$ cat src/rtl/fecc_map.svh
// Constants for the flash erase command checker
`ifndef FECC_MAP_SVH
`define FECC_MAP_SVH
`define FECC_CMD_ERS_BLK 8'h09
`define FECC_CMD_ERS_SEC 8'h0A
`define FECC_IDX_LAUNCH 3'h1
`define FECC_PHRASE_ZERO 3'h0
`define FECC_PFL_BASE 24'hFF0000
`define FECC_PFL_LAST 24'hFFFFFF
`define FECC_EE_BASE 24'h100000
`define FECC_EE_LAST 24'h100FFF
`define FECC_SEC_BITS 9
`define FECC_SEC_WORDS 9'h100
`define FECC_EE_WORDS 9'h100
`define FECC_PFL_WORDS_LOG 13
`define FECC_CNT_ZERO 13'h0000
`endif

$ cat src/rtl/fecc_pkg.sv
// Types shared by the flash erase command checker
package fecc_pkg;
    typedef enum logic [2:0] {
        FECC_IDLE,
        FECC_CHECK,
        FECC_ERASE,
        FECC_VERIFY,
        FECC_DONE
    } fecc_state_e;
    typedef logic [23:0] fecc_addr_t;
endpackage

$ cat src/rtl/fecc_top.sv
// Flash erase command checker: launch checks, erase, verify and status flags
`timescale 1ns/1ns
`include "fecc_map.svh"

module fecc_top
    import fecc_pkg::*;
#(
    parameter int CW = `FECC_PFL_WORDS_LOG
) (
    input wire logic clock,
    input wire logic rst_n,
    input wire logic ce,
    input wire logic launch_clear,
    input wire logic [15:0] cmd_param_word0,
    input wire logic [15:0] cmd_param_word1,
    input wire logic [2:0] param_index_field,
    input wire logic cmd_allowed_in_mode,
    input wire logic [7:0] prot_sector_mask,
    input wire logic block_protected_any,
    input wire logic rd_err,
    input wire logic rd_err_uncorr,
    input wire logic status_clear,
    output logic cmd_complete_flag,
    output logic access_error_flag,
    output logic protection_violation_flag,
    output logic verify_error_flag,
    output logic verify_uncorrectable_flag,
    output logic erase_we,
    output logic verify_re,
    output logic [23:0] mem_addr
);
    import fecc_pkg::*;

    // ------------------------------------------------------------
    // Command decode
    // ------------------------------------------------------------
    fecc_state_e state_r;
    fecc_state_e state_nxt;
    fecc_addr_t gaddr_r;
    fecc_addr_t base_r;
    logic is_sec_r;
    logic cmd_blk_r;
    logic cmd_complete_flag_r;
    logic acc_r;
    logic fpv_r;
    logic mg1_r;
    logic mg0_r;
    logic we_r;
    logic re_r;
    logic [23:0] addr_r;
    logic walk_start;
    logic walk_busy;
    logic [CW-1:0] walk_off;

    // Address range helpers, used by several checks
    function automatic logic in_pflash(input fecc_addr_t a);
        return (a >= `FECC_PFL_BASE) && (a <= `FECC_PFL_LAST);
    endfunction
    function automatic logic in_eeprom(input fecc_addr_t a);
        return (a >= `FECC_EE_BASE) && (a <= `FECC_EE_LAST);
    endfunction

    wire fecc_addr_t addr_in = {cmd_param_word0[7:0], cmd_param_word1};
    wire [7:0] cmd_code = cmd_param_word0[15:8];
    wire cmd_sec = (cmd_code == `FECC_CMD_ERS_SEC);
    wire cmd_blk = (cmd_code == `FECC_CMD_ERS_BLK);
    wire launch = cmd_complete_flag_r && launch_clear;

    // Launch checks on the captured parameters
    // index check
    wire err_idx = (param_index_field != `FECC_IDX_LAUNCH);
    wire err_mode = !cmd_allowed_in_mode || !(is_sec_r || cmd_blk_r);
    wire addr_pfl = in_pflash(gaddr_r);
    wire addr_ee = in_eeprom(gaddr_r);
    wire err_addr = is_sec_r ? !addr_pfl : !(addr_pfl || addr_ee);
    wire err_align = (addr_pfl && (gaddr_r[2:0] != `FECC_PHRASE_ZERO))
                   || (addr_ee && !is_sec_r && gaddr_r[0]);
    wire [2:0] sec_grp = gaddr_r[CW+2:CW];
    wire err_prot = is_sec_r ? prot_sector_mask[sec_grp] : block_protected_any;
    logic idx_bad_r;
    wire any_acc = idx_bad_r || err_mode || err_addr || err_align;

    // ------------------------------------------------------------
    // Sequencer
    // ------------------------------------------------------------
    always_comb
    begin
        state_nxt = state_r;
        unique case (state_r)
            FECC_IDLE: if (launch) state_nxt = FECC_CHECK;
            FECC_CHECK: state_nxt = (any_acc || err_prot) ? FECC_DONE : FECC_ERASE;
            FECC_ERASE: if (!walk_busy) state_nxt = FECC_VERIFY; // Busy from its first cycle
            FECC_VERIFY: if (!walk_busy) state_nxt = FECC_DONE;
            FECC_DONE: state_nxt = FECC_IDLE;
        endcase
    end

    // Walker starts on entry to erase and verify
    assign walk_start = (state_r == FECC_CHECK && state_nxt == FECC_ERASE)
                      || (state_r == FECC_ERASE && state_nxt == FECC_VERIFY);
    wire erase_done_now = (state_r == FECC_ERASE) && !walk_busy;
    // Walk length from captured command; zero wraps to all 2^CW program flash words
    wire [CW-1:0] span_sel = is_sec_r ? CW'(`FECC_SEC_WORDS)
                           : (addr_ee ? CW'(`FECC_EE_WORDS) : {CW{1'b0}});

    fecc_walker #(.CW(CW)) u_walk (
        .clock(clock),
        .rst_n(rst_n),
        .ce(ce),
        .start(walk_start),
        .count(span_sel),
        .busy(walk_busy),
        .offset(walk_off)
    );

    // State and capture
    always_ff @(posedge clock)
    begin
        if (!rst_n)
        begin
            state_r <= FECC_IDLE;
            gaddr_r <= '0;
            is_sec_r <= 1'b0;
            cmd_blk_r <= 1'b0;
            idx_bad_r <= 1'b0;
        end
        else if (ce)
        begin
            state_r <= state_nxt;
            if (launch)
            begin
                gaddr_r <= addr_in;
                is_sec_r <= cmd_sec;
                cmd_blk_r <= cmd_blk;
                idx_bad_r <= err_idx;
            end
        end
    end

    // Erase range: sector for sector erase, whole block otherwise
    // target range
    always_ff @(posedge clock)
    begin
        if (!rst_n)
        begin
            base_r <= '0;
        end
        else if (ce && state_r == FECC_CHECK)
        begin
            if (is_sec_r)
            begin
                base_r <= {gaddr_r[23:`FECC_SEC_BITS], {`FECC_SEC_BITS{1'b0}}};
            end
            else if (addr_ee)
            begin
                base_r <= `FECC_EE_BASE;
            end
            else
            begin
                base_r <= `FECC_PFL_BASE;
            end
        end
    end

    // Memory strobes, registered
    always_ff @(posedge clock)
    begin
        if (!rst_n)
        begin
            we_r <= 1'b0;
            re_r <= 1'b0;
            addr_r <= '0;
        end
        else if (ce)
        begin
            we_r <= (state_r == FECC_ERASE) && walk_busy;
            re_r <= (state_r == FECC_VERIFY) && walk_busy;
            addr_r <= base_r + 24'(walk_off);
        end
    end

    // ------------------------------------------------------------
    // Status flags
    // ------------------------------------------------------------
    // complete flag; set wins over a new launch
    always_ff @(posedge clock)
    begin
        if (!rst_n)
        begin
            cmd_complete_flag_r <= 1'b1;
            acc_r <= 1'b0;
            fpv_r <= 1'b0;
            mg1_r <= 1'b0;
            mg0_r <= 1'b0;
        end
        else if (ce)
        begin
            if (state_r == FECC_DONE)
                cmd_complete_flag_r <= 1'b1;
            else if (launch)
                cmd_complete_flag_r <= 1'b0;
            // Access and protection flags are sticky; a set beats a clear
            acc_r <= (state_r == FECC_CHECK && any_acc) || (acc_r && !status_clear);
            fpv_r <= (state_r == FECC_CHECK && !any_acc && err_prot)
                   || (fpv_r && !status_clear);
            if (launch)
            begin
                mg1_r <= 1'b0;
                mg0_r <= 1'b0;
            end
            else if (re_r)
            begin
                mg1_r <= mg1_r || rd_err || rd_err_uncorr;
                mg0_r <= mg0_r || rd_err_uncorr;
            end
        end
    end

    assign cmd_complete_flag = cmd_complete_flag_r;
    assign access_error_flag = acc_r;
    assign protection_violation_flag = fpv_r;
    assign verify_error_flag = mg1_r;
    assign verify_uncorrectable_flag = mg0_r;
    assign erase_we = we_r;
    assign verify_re = re_r;
    assign mem_addr = addr_r;

    // ------------------------------------------------------------
    // Assertions
    // ------------------------------------------------------------
    property p_launch_clears;
        @(posedge clock) disable iff (!rst_n)
        (ce && launch && state_r == FECC_IDLE) |=> !cmd_complete_flag_r;
    endproperty
    a_launch_clears: assert property (p_launch_clears)
        else $error("launch did not clear complete flag");

    property p_done_sets;
        @(posedge clock) disable iff (!rst_n)
        (ce && state_r == FECC_DONE) |=> cmd_complete_flag_r;
    endproperty
    a_done_sets: assert property (p_done_sets)
        else $error("complete flag not set at done");

    property p_idx_err;
        @(posedge clock) disable iff (!rst_n)
        (ce && state_r == FECC_CHECK && idx_bad_r) |=> acc_r;
    endproperty
    a_idx_err: assert property (p_idx_err)
        else $error("bad index not flagged");

    property p_mode_err;
        @(posedge clock) disable iff (!rst_n)
        (ce && state_r == FECC_CHECK && err_mode) |=> acc_r;
    endproperty
    a_mode_err: assert property (p_mode_err)
        else $error("mode error not flagged");

    property p_addr_err;
        @(posedge clock) disable iff (!rst_n)
        (ce && state_r == FECC_CHECK && err_addr) |=> acc_r;
    endproperty
    a_addr_err: assert property (p_addr_err)
        else $error("address error not flagged");

    property p_align_err;
        @(posedge clock) disable iff (!rst_n)
        (ce && state_r == FECC_CHECK && is_sec_r && gaddr_r[2:0] != `FECC_PHRASE_ZERO)
            |=> acc_r;
    endproperty
    a_align_err: assert property (p_align_err)
        else $error("misaligned sector address not flagged");

    property p_prot_err;
        @(posedge clock) disable iff (!rst_n)
        (ce && state_r == FECC_CHECK && !any_acc && err_prot) |=> fpv_r && cmd_complete_flag_r == 1'b0
            ##0 (state_r == FECC_DONE);
    endproperty
    a_prot_err: assert property (p_prot_err)
        else $error("protection violation not flagged");

    property p_no_erase_on_err;
        @(posedge clock) disable iff (!rst_n)
        (ce && state_r == FECC_CHECK && (any_acc || err_prot)) |=> !we_r [*2];
    endproperty
    a_no_erase_on_err: assert property (p_no_erase_on_err)
        else $error("erase ran after launch error");

    property p_uncorr_implies;
        @(posedge clock) disable iff (!rst_n)
        mg0_r |-> mg1_r;
    endproperty
    a_uncorr_implies: assert property (p_uncorr_implies)
        else $error("uncorrectable set without verify error");

    property p_verify_err;
        @(posedge clock) disable iff (!rst_n)
        (ce && re_r && rd_err && !launch) |=> mg1_r;
    endproperty
    a_verify_err: assert property (p_verify_err)
        else $error("verify error not flagged");

    property p_erase_before_done;
        @(posedge clock) disable iff (!rst_n)
        erase_done_now && ce |=> state_r == FECC_VERIFY;
    endproperty
    a_erase_before_done: assert property (p_erase_before_done)
        else $error("verify did not follow erase");

    c_sector: cover property (@(posedge clock) disable iff (!rst_n)
        state_r == FECC_VERIFY && is_sec_r ##1 state_r == FECC_DONE);
    c_block: cover property (@(posedge clock) disable iff (!rst_n)
        state_r == FECC_ERASE && cmd_blk_r);
    c_acc: cover property (@(posedge clock) disable iff (!rst_n) $rose(acc_r));
    c_mg0: cover property (@(posedge clock) disable iff (!rst_n) $rose(mg0_r));
endmodule

$ cat src/rtl/fecc_walker.sv
// Address walker that steps erase and verify over a range of flash words
`timescale 1ns/1ns
`include "fecc_map.svh"
module fecc_walker #(
    parameter int CW = 13
) (
    input wire logic clock,
    input wire logic rst_n,
    input wire logic ce,
    input wire logic start,
    input wire logic [CW-1:0] count,
    output logic busy,
    output logic [CW-1:0] offset
);
    logic [CW-1:0] left_r;
    logic [CW-1:0] offset_r;
    logic busy_r;

    assign busy = busy_r;
    assign offset = offset_r;

    // One word per cycle until the range is used up
    always_ff @(posedge clock)
    begin
        if (!rst_n)
        begin
            busy_r <= 1'b0;
            left_r <= '0;
            offset_r <= '0;
        end
        else if (ce)
        begin
            if (start)
            begin
                busy_r <= 1'b1;
                left_r <= count - 1'b1; // Zero wraps to a full 2^CW walk
                offset_r <= '0;
            end
            else if (busy_r)
            begin
                busy_r <= (left_r != '0);
                left_r <= left_r - 1'b1;
                offset_r <= offset_r + 1'b1;
            end
        end
    end
endmodule

$ cat config.mk
export PLATFORM = sky130hd
export DESIGN_NAME = fecc_top
export DESIGN_NICKNAME = d
export VERILOG_FILES = /design/src/rtl/fecc_pkg.sv /design/src/rtl/fecc_top.sv /design/src/rtl/fecc_walker.sv
export VERILOG_INCLUDE_DIRS = /design/src /design/src/rtl
export SDC_FILE = /design/constraint.sdc
export NUM_CORES = 1
export LEC_CHECK = 0
export BUFFER_PORTS_ARGS = -buffer_cell sky130_fd_sc_hd__buf_2
export CORE_UTILIZATION = 50
export DETAILED_ROUTE_END_ITERATION = 16
export PLACE_DENSITY_LB_ADDON = 0.2
export SYNTH_ARGS = -nofsm -noshare
export SYNTH_HDL_FRONTEND = slang
export SYNTH_SLANG_ARGS = --single-unit
export TNS_END_PERCENT = 5
$ cat constraint.sdc
create_clock -name clock -period 1.98 [get_ports clock]
set_input_delay 0.099 -clock clock [delete_from_list [all_inputs] [get_ports clock]]
set_output_delay 0.099 -clock clock [all_outputs]
set_load 0.005 [all_outputs]
==> metrics.yaml, run 1 <==
pwr:
  power.leakage_nw: 2.20
  powerDensity_nw_per_um2: 644
  pwr-share-comb_pct: 8.8
  internal_power_w: 0.00264
  pwr-share-seq_pct: 56.6
  peakVddDrop_v: 0.000372
  power_frac_clock_pct: 34.6
  switching_power_w: 0.000959
  sw_frac_of_total_pct: 26.7
min_path:
  min_path_type: "primary input to register"
timing:
  hold_viol: 0
  fin_ws_ns: -0.0964
  period_needed_ns: 2.08
  setup_viol: 13
  finalCritPeriodShare_pct: 105
  max_freq_ghz: 0.482
  drv_slew: 0
  tightest_slew_ns: 0.796
  rsz0062_at_grt: "true"
  timing.slew.headroom_pct: 46.9
  fin_tns_setup_ns: -0.609
  fin_skew_ns: 0.0147
logic_synthesis:
  yosysWarnings: 0
  yosys-top-cells-area: "dfxtp_1 (44%), a21oi_1 (4.9%), nor2_1 (4.7%)"
  synth_area_leader_cell: "dfxtp_1"
  syn_nets: 558
  synthCells: 499
  ys_ff_latch: 97
  synth_common_cells: "dfxtp_1 (97), nor2_1 (55), a21oi_1 (43), nand2_1 (43), xnor2_1 (20)"
  yosysMostFrequentCell: "dfxtp_1"
  yosys_most_used_dff: "dfxtp_1"
  synthDistinctLibCells: 63
  synthArstFlopShare_pct: 0
  ys_seq_area_share_pct: 43.9
  syn_area_per_cell_sq_um: 8.87
  yosys.area.top_type_share_pct: 43.9
  synth_area_sq_um: 4420
  synth_edf_count: 0
clock_tree:
  clockRootBuffer: "clkbuf_8"
  cts_made_buffers: 9
  clk_latency_ns: 0.37
  h-tree-depth: 3
  cts_tree: "built"
  cts_sinks: 97
  clk_pin_slew_worst_paths_ns: 0.10
  clock_path_buffers: 2
finish:
  fill_cells: 700
  areaGrowthSynthToFinish_pct: 26.2
  antenna_cells: 0
  regArea_sq_um: 1960
  fin_cells: 725
  final_util_pct: 66.6
  multiInputGateArea_sq_um: 2370
  nNetsFinal: 674
  drive_gt1_share_pct: 27.1
placed_design:
  gp_congestion: 0.872
  hpwl_um: 7380
  portBuffers: 76
  dp_cells: 688
floorplan:
  fp-row-count: 33
  ios: 83
  die_w_um: 96.1
  fp.coreArea_sq_um: 8380
  initial_utilization_pct: 52.8
  dieArea_sq_um: 9230
  die_y_um: 96.1
grt:
  grt_max_degree: 35
  grt_pass1_wl_um: 17000
  grt_overflow: 0
  antenna_found_initial: 0
  grt_util_all_layers_pct: 23.8
  grt_pass1_vias: 3596
setup_path:
  cp_max_fo: 8
  cp-end-kind: "register"
  path_class: "register to register"
  startpoint_type: "register"
  crit_required_ns: 2.29
  arrival_ns: 2.39
route:
  viasPerCell: 5.68
  drc_errors: 0
  first_pass_iters: 5
  wl_per_cell_um: 14.6
  ant_nets: 0
  drt-initial-drc-count: 209
  drt_wl_total_um: 10600
  vias: 4119
status:
  status: "finished with violations"
  violations: "negative setup slack"
run:
  cap_violations: 0
==> critical path: stages (launching register included) <==
cell and delay [ns]:
dfxtp_4 0.42, mux2i_1 0.27, a22oi_2 0.13, nand4_1 0.16
o2111ai_4 0.20, and2_4 0.23, or4_4 0.48, a21oi_2 0.13
==> sequential cells by signal, indices dropped and copies added, names as in the netlist, 3 cells and up <==
name           count
state_r            3
mem_addr          24
u_walk.left_r     13
u_walk.offset     13
gaddr_r           18
base_r            15
==> cells in the final DEF, fill, tap and decap left out, drive strengths merged, types with 8 or more instances in the layout <==
master       netlist  routed
a211oi            10      10
a21oi             44      44
a22o              19      19
buf               12     115
clkbuf            18       9
dfxtp             97      97
dlygate4sd3        0      20
inv               16      20
mux2i             16      16
nand2             43      43
nand3             18      18
nand4             10      10
nor2              55      55
nor2b              8       8
nor4              10      10
o211ai             8       8
o21ai             11      11
xnor2             20      20
==> final cells by class <==
class                   instances  share of cell area, %
inverters                      17                   1.14
clock inverters                 7                   1.10
multi-input cells             355                   42.5
repair buffers                135                   15.6
well taps                     105                   2.35
flip-flops and latches         97                   35.0
clock buffers                   9                   2.22
==> cell families after synthesis <==
family / after synthesis / synth area share, %
xor gates and xnor gates: 23 / 4.55
adders and majority gates: 7 / 2.15
AOI/OAI and AO/OA: 128 / 20.2
buffers and inverters: 47 / 4.47
and+or+nand+nor: 181 / 21.1
DFF: 97 / 43.9
muxes: 16 / 3.62
==> what timing repair did <==
item                       4_1_cts  5_1_grt
hold buffers                    20        0
pin swaps                        2        3
resized for setup               14       15
setup endpoints to repair       31       32
hold endpoints to repair        20        0
setup buffers                    0        1
==> routing by layer <==
layer | GRT usage [%] | wire (um) | part of all wire (%) | vias to the layer above
met5 | 0 | 0 | 0 | -
met4 | 7.46 | 117 | 1.1 | 0
met3 | 3.71 | 509 | 4.8 | 12
met2 | 38.5 | 4960 | 47 | 118
met1 | 32.6 | 5020 | 47 | 1944
li1 | - | - | - | 2045
==> power groups by stage <==
stage	registers [W]	logic, W	clock network (W)
3_3_place_gp	0.00207	0.000265	0
2_1_floorplan	0.00207	0.000164	0
3_5_place_dp	0.00208	0.000270	0
5_1_grt	0.00204	0.000344	0.00135
6_report	0.00204	0.000315	0.00124
4_1_cts	0.00203	0.000303	0.00127
==> final timing paths <==
kind | start | to | slack, ns | cells past startpoint
setup / recovery | gaddr_r[14] | u_walk.offset[8] | -0.1 | 7
hold / removal | rd_err_uncorr | verify_uncorrectable_flag | 0.03 | 3
setup reg to reg | gaddr_r[14] | u_walk.offset[8] | -0.1 | 7
hold reg to reg | base_r[11] | base_r[11] | 0.46 | 2
==> metrics by stage <==
stage / cell area (sq um) / worst slack [ns] / power [W] / hold WS, ns
floorplan: 4440 / -0.0591 / 0.00223 / 0.224
global placement: 5090 / -0.115 / 0.00234 / 0.310
detailed placement: 5090 / -0.231 / 0.00235 / 0.314
CTS: 5520 / -0.0498 / 0.00360 / 0.0234
global route: 5580 / -0.236 / 0.00373 / 0.0426
finish: 5580 / -0.0964 / 0.00360 / 0.0264
No activity file was read; power rests on OpenSTA's default activity.
==> run 2, diff against run 1 <==
--- a/config.mk
+++ b/config.mk
@@ -7,9 +7,10 @@
 export NUM_CORES = 1
 export LEC_CHECK = 0
 export BUFFER_PORTS_ARGS = -buffer_cell sky130_fd_sc_hd__buf_2
+export CAP_MARGIN = 20
 export CORE_UTILIZATION = 50
 export DETAILED_ROUTE_END_ITERATION = 16
-export PLACE_DENSITY_LB_ADDON = 0.2
+export PLACE_DENSITY = 0.73
 export SYNTH_ARGS = -nofsm -noshare
 export SYNTH_HDL_FRONTEND = slang
 export SYNTH_SLANG_ARGS = --single-unit
==> run 2 against run 1 <==
  * The run still ends with negative setup slack left
  * First-iteration DRC count fell by 3.8%
  * Flip-flop and latch count did not move
  * Global-route usage rose by 0.81 points
  * Clock power rose by 7%
  * Clock skew fell by 0.0026 ns
  * Worst setup slack improved by 0.023 ns
  * Final area rose by 2.1%
  * Critical path depth rose by 3
  * Clock-buffer cell count did not move
  * Core utilization rose by 1.4 points
  * Die area did not move
  * Sequential power barely moved
  * Critical path type unchanged
  * Largest cell class unchanged
  * Largest power group unchanged
  * Highest routed layer unchanged
==> metrics.yaml, run 2 (same netlist as run 1, synthesis figures left out) <==
timing:
  drv_slew: 0  # unchanged
  whs_ns: 0.0275  # +0.00109 ns
  period_needed_ns: 2.05  # -0.0226 ns
  fin_ws_ns: -0.0739  # +0.0226 ns
  finalCritPeriodShare_pct: 104  # -1.1 points
  fin_skew_ns: 0.0121  # -0.00262 ns
  setup_viol: 7  # -6
  rsz0062_at_grt: "true"
  max_freq_ghz: 0.487  # +1.1%
  hold_viol: 0  # unchanged
  tightest_slew_ns: 0.858  # +0.0619 ns
  timing.slew.headroom_pct: 42.8  # -4.1 points
pwr:
  powerDensity_nw_per_um2: 647  # +0.40%
  peakVddDrop_v: 0.000384  # +3.2%
  power.total_w: 0.00369  # +2.5%
  power.leakage_nw: 2.23  # +1.5%
placed_design:
  hpwl_um: 7400  # +0.25%
  dp_cells: 689  # +0.15%
  portBuffers: 76  # unchanged
  gp_congestion: 0.874  # +0.26%
  dp_worst_setup_slack_ns: -0.202  # +0.0294 ns
clock_tree:
  cts_tree: "built"
  cts_sinks: 97  # unchanged
  clockRootBuffer: "clkbuf_8"
  clk_latency_ns: 0.37  # about the same
  clock_path_buffers: 2  # unchanged
  h-tree-depth: 3  # unchanged
  clk_pin_slew_worst_paths_ns: 0.10  # about the same
  cts_made_buffers: 9  # unchanged
floorplan:
  dieArea_sq_um: 9230  # unchanged
  initial_utilization_pct: 52.8  # unchanged
  die_y_um: 96.1  # unchanged
  fp.coreArea_sq_um: 8380  # unchanged
  ios: 83  # unchanged
  die_w_um: 96.1  # unchanged
  fp-row-count: 33  # unchanged
grt:
  antenna_found_initial: 0  # unchanged
  grt_max_degree: 44  # +26%
  grt_overflow: 0  # unchanged
  grt_util_all_layers_pct: 24.7  # +0.81 points
  grt_pass1_wl_um: 17500  # +2.8%
  grt_pass1_vias: 3661  # +1.8%
setup_path:
  path_class: "register to register"
  cp_max_fo: 8  # unchanged
  cp-startpoint: "gaddr_r[14]"
  arrival_ns: 2.32  # -0.07 ns
  crit_required_ns: 2.25  # -0.04 ns
  startpoint_type: "register"
  cp-end-kind: "register"
  r2r-start: "gaddr_r[14]"
finish:
  mostFrequentLayoutCells: "dfxtp_1 (91), buf_2 (76), nor2_1 (54), a21oi_1 (41)"
  regArea_sq_um: 1950  # -0.19%
  antenna_cells: 0  # unchanged
  fin_cells: 730  # +0.69%
  final_util_pct: 68.0  # +1.4 points
  mostFrequentLayoutCell: "dfxtp_1"
  largest_register_ffs: 24  # unchanged
  fill_cells: 673  # -3.9%
  drive_gt1_share_pct: 28.8  # +1.7 points
  areaGrowthSynthToFinish_pct: 28.8
  multiInputGateArea_sq_um: 2420  # +1.8%
  nNetsFinal: 679  # +0.74%
status:
  violations: "negative setup slack"
  status: "finished with violations"
route:
  drc_errors: 0  # unchanged
  drt-initial-drc-count: 201  # -3.8%
  drt_wl_total_um: 11000  # +4.0%
  vias: 4119  # unchanged
  wl_per_cell_um: 15.1  # +3.3%
  ant_nets: 0  # unchanged
  viasPerCell: 5.64  # -0.68%
  first_pass_iters: 5  # unchanged
min_path:
  hp-start: "rd_err_uncorr"
  min_path_type: "primary input to register"
run:
  cap_violations: 0  # unchanged
[run 2: area by class of cell]
class,count,area share [%]
Tap cell,105,2.31
Clock buffer,9,2.17
Sequential cell,97,34.2
Multi-Input combinational cell,355,42.4
Inverter,17,1.12
Timing Repair Buffer,140,16.4
Clock inverter,7,1.34
[run 2: routing by layer]
layer / wire length, um / GRT usage, %
met1: 4970 / 32.5
met4: 160 / 9.33
met5: 0 / 0
met2: 5260 / 40.1
met3: 634 / 4.34
[run 2: per-stage QoR]
step                cell area, sq um  setup TNS [ns]
finish                          5700          -0.303
global route                    5700           -1.84
CTS                             5600         -0.0559
detailed placement              5110           -2.08
global placement                5110           -1.01
floorplan                       4440          -0.391
[run 2: final timing paths]
kind / depth (start not counted) / slack [ns] / endpoint
worst max-delay path: 10 / -0.07 / u_walk.offset[6]
worst min-delay path: 3 / 0.03 / verify_uncorrectable_flag
worst max register to register: 10 / -0.07 / u_walk.offset[6]
worst min register to register: 2 / 0.47 / base_r[11]
[run 2: critical path, cell delays in order (launching register included)]
cell and delay [ns]:
dfxtp_4 0.39, buf_6 0.11, mux2i_1 0.20, nand3_1 0.16, nand4_1 0.15, o2111ai_4 0.21
buf_4 0.21, buf_4 0.13, a21oi_1 0.20, xnor2_1 0.15, nor2_1 0.05
[run 2: what timing repair did]
item | CTS | global route
resized for setup | 17 | 24
pin swaps | 7 | 11
endpoints found under the setup margin | 32 | 36
buffers inserted | 4 | 1
endpoints found under the hold margin | 20 | 0
hold buffers | 20 | 0
[run 2: where the power goes]
group	switching, W	internal (W)	leakage (nW)
combinational	0.000159	0.000163	1.35
clock	0.000735	0.000595	0.0966
sequential	0.0000413	0.00199	0.789
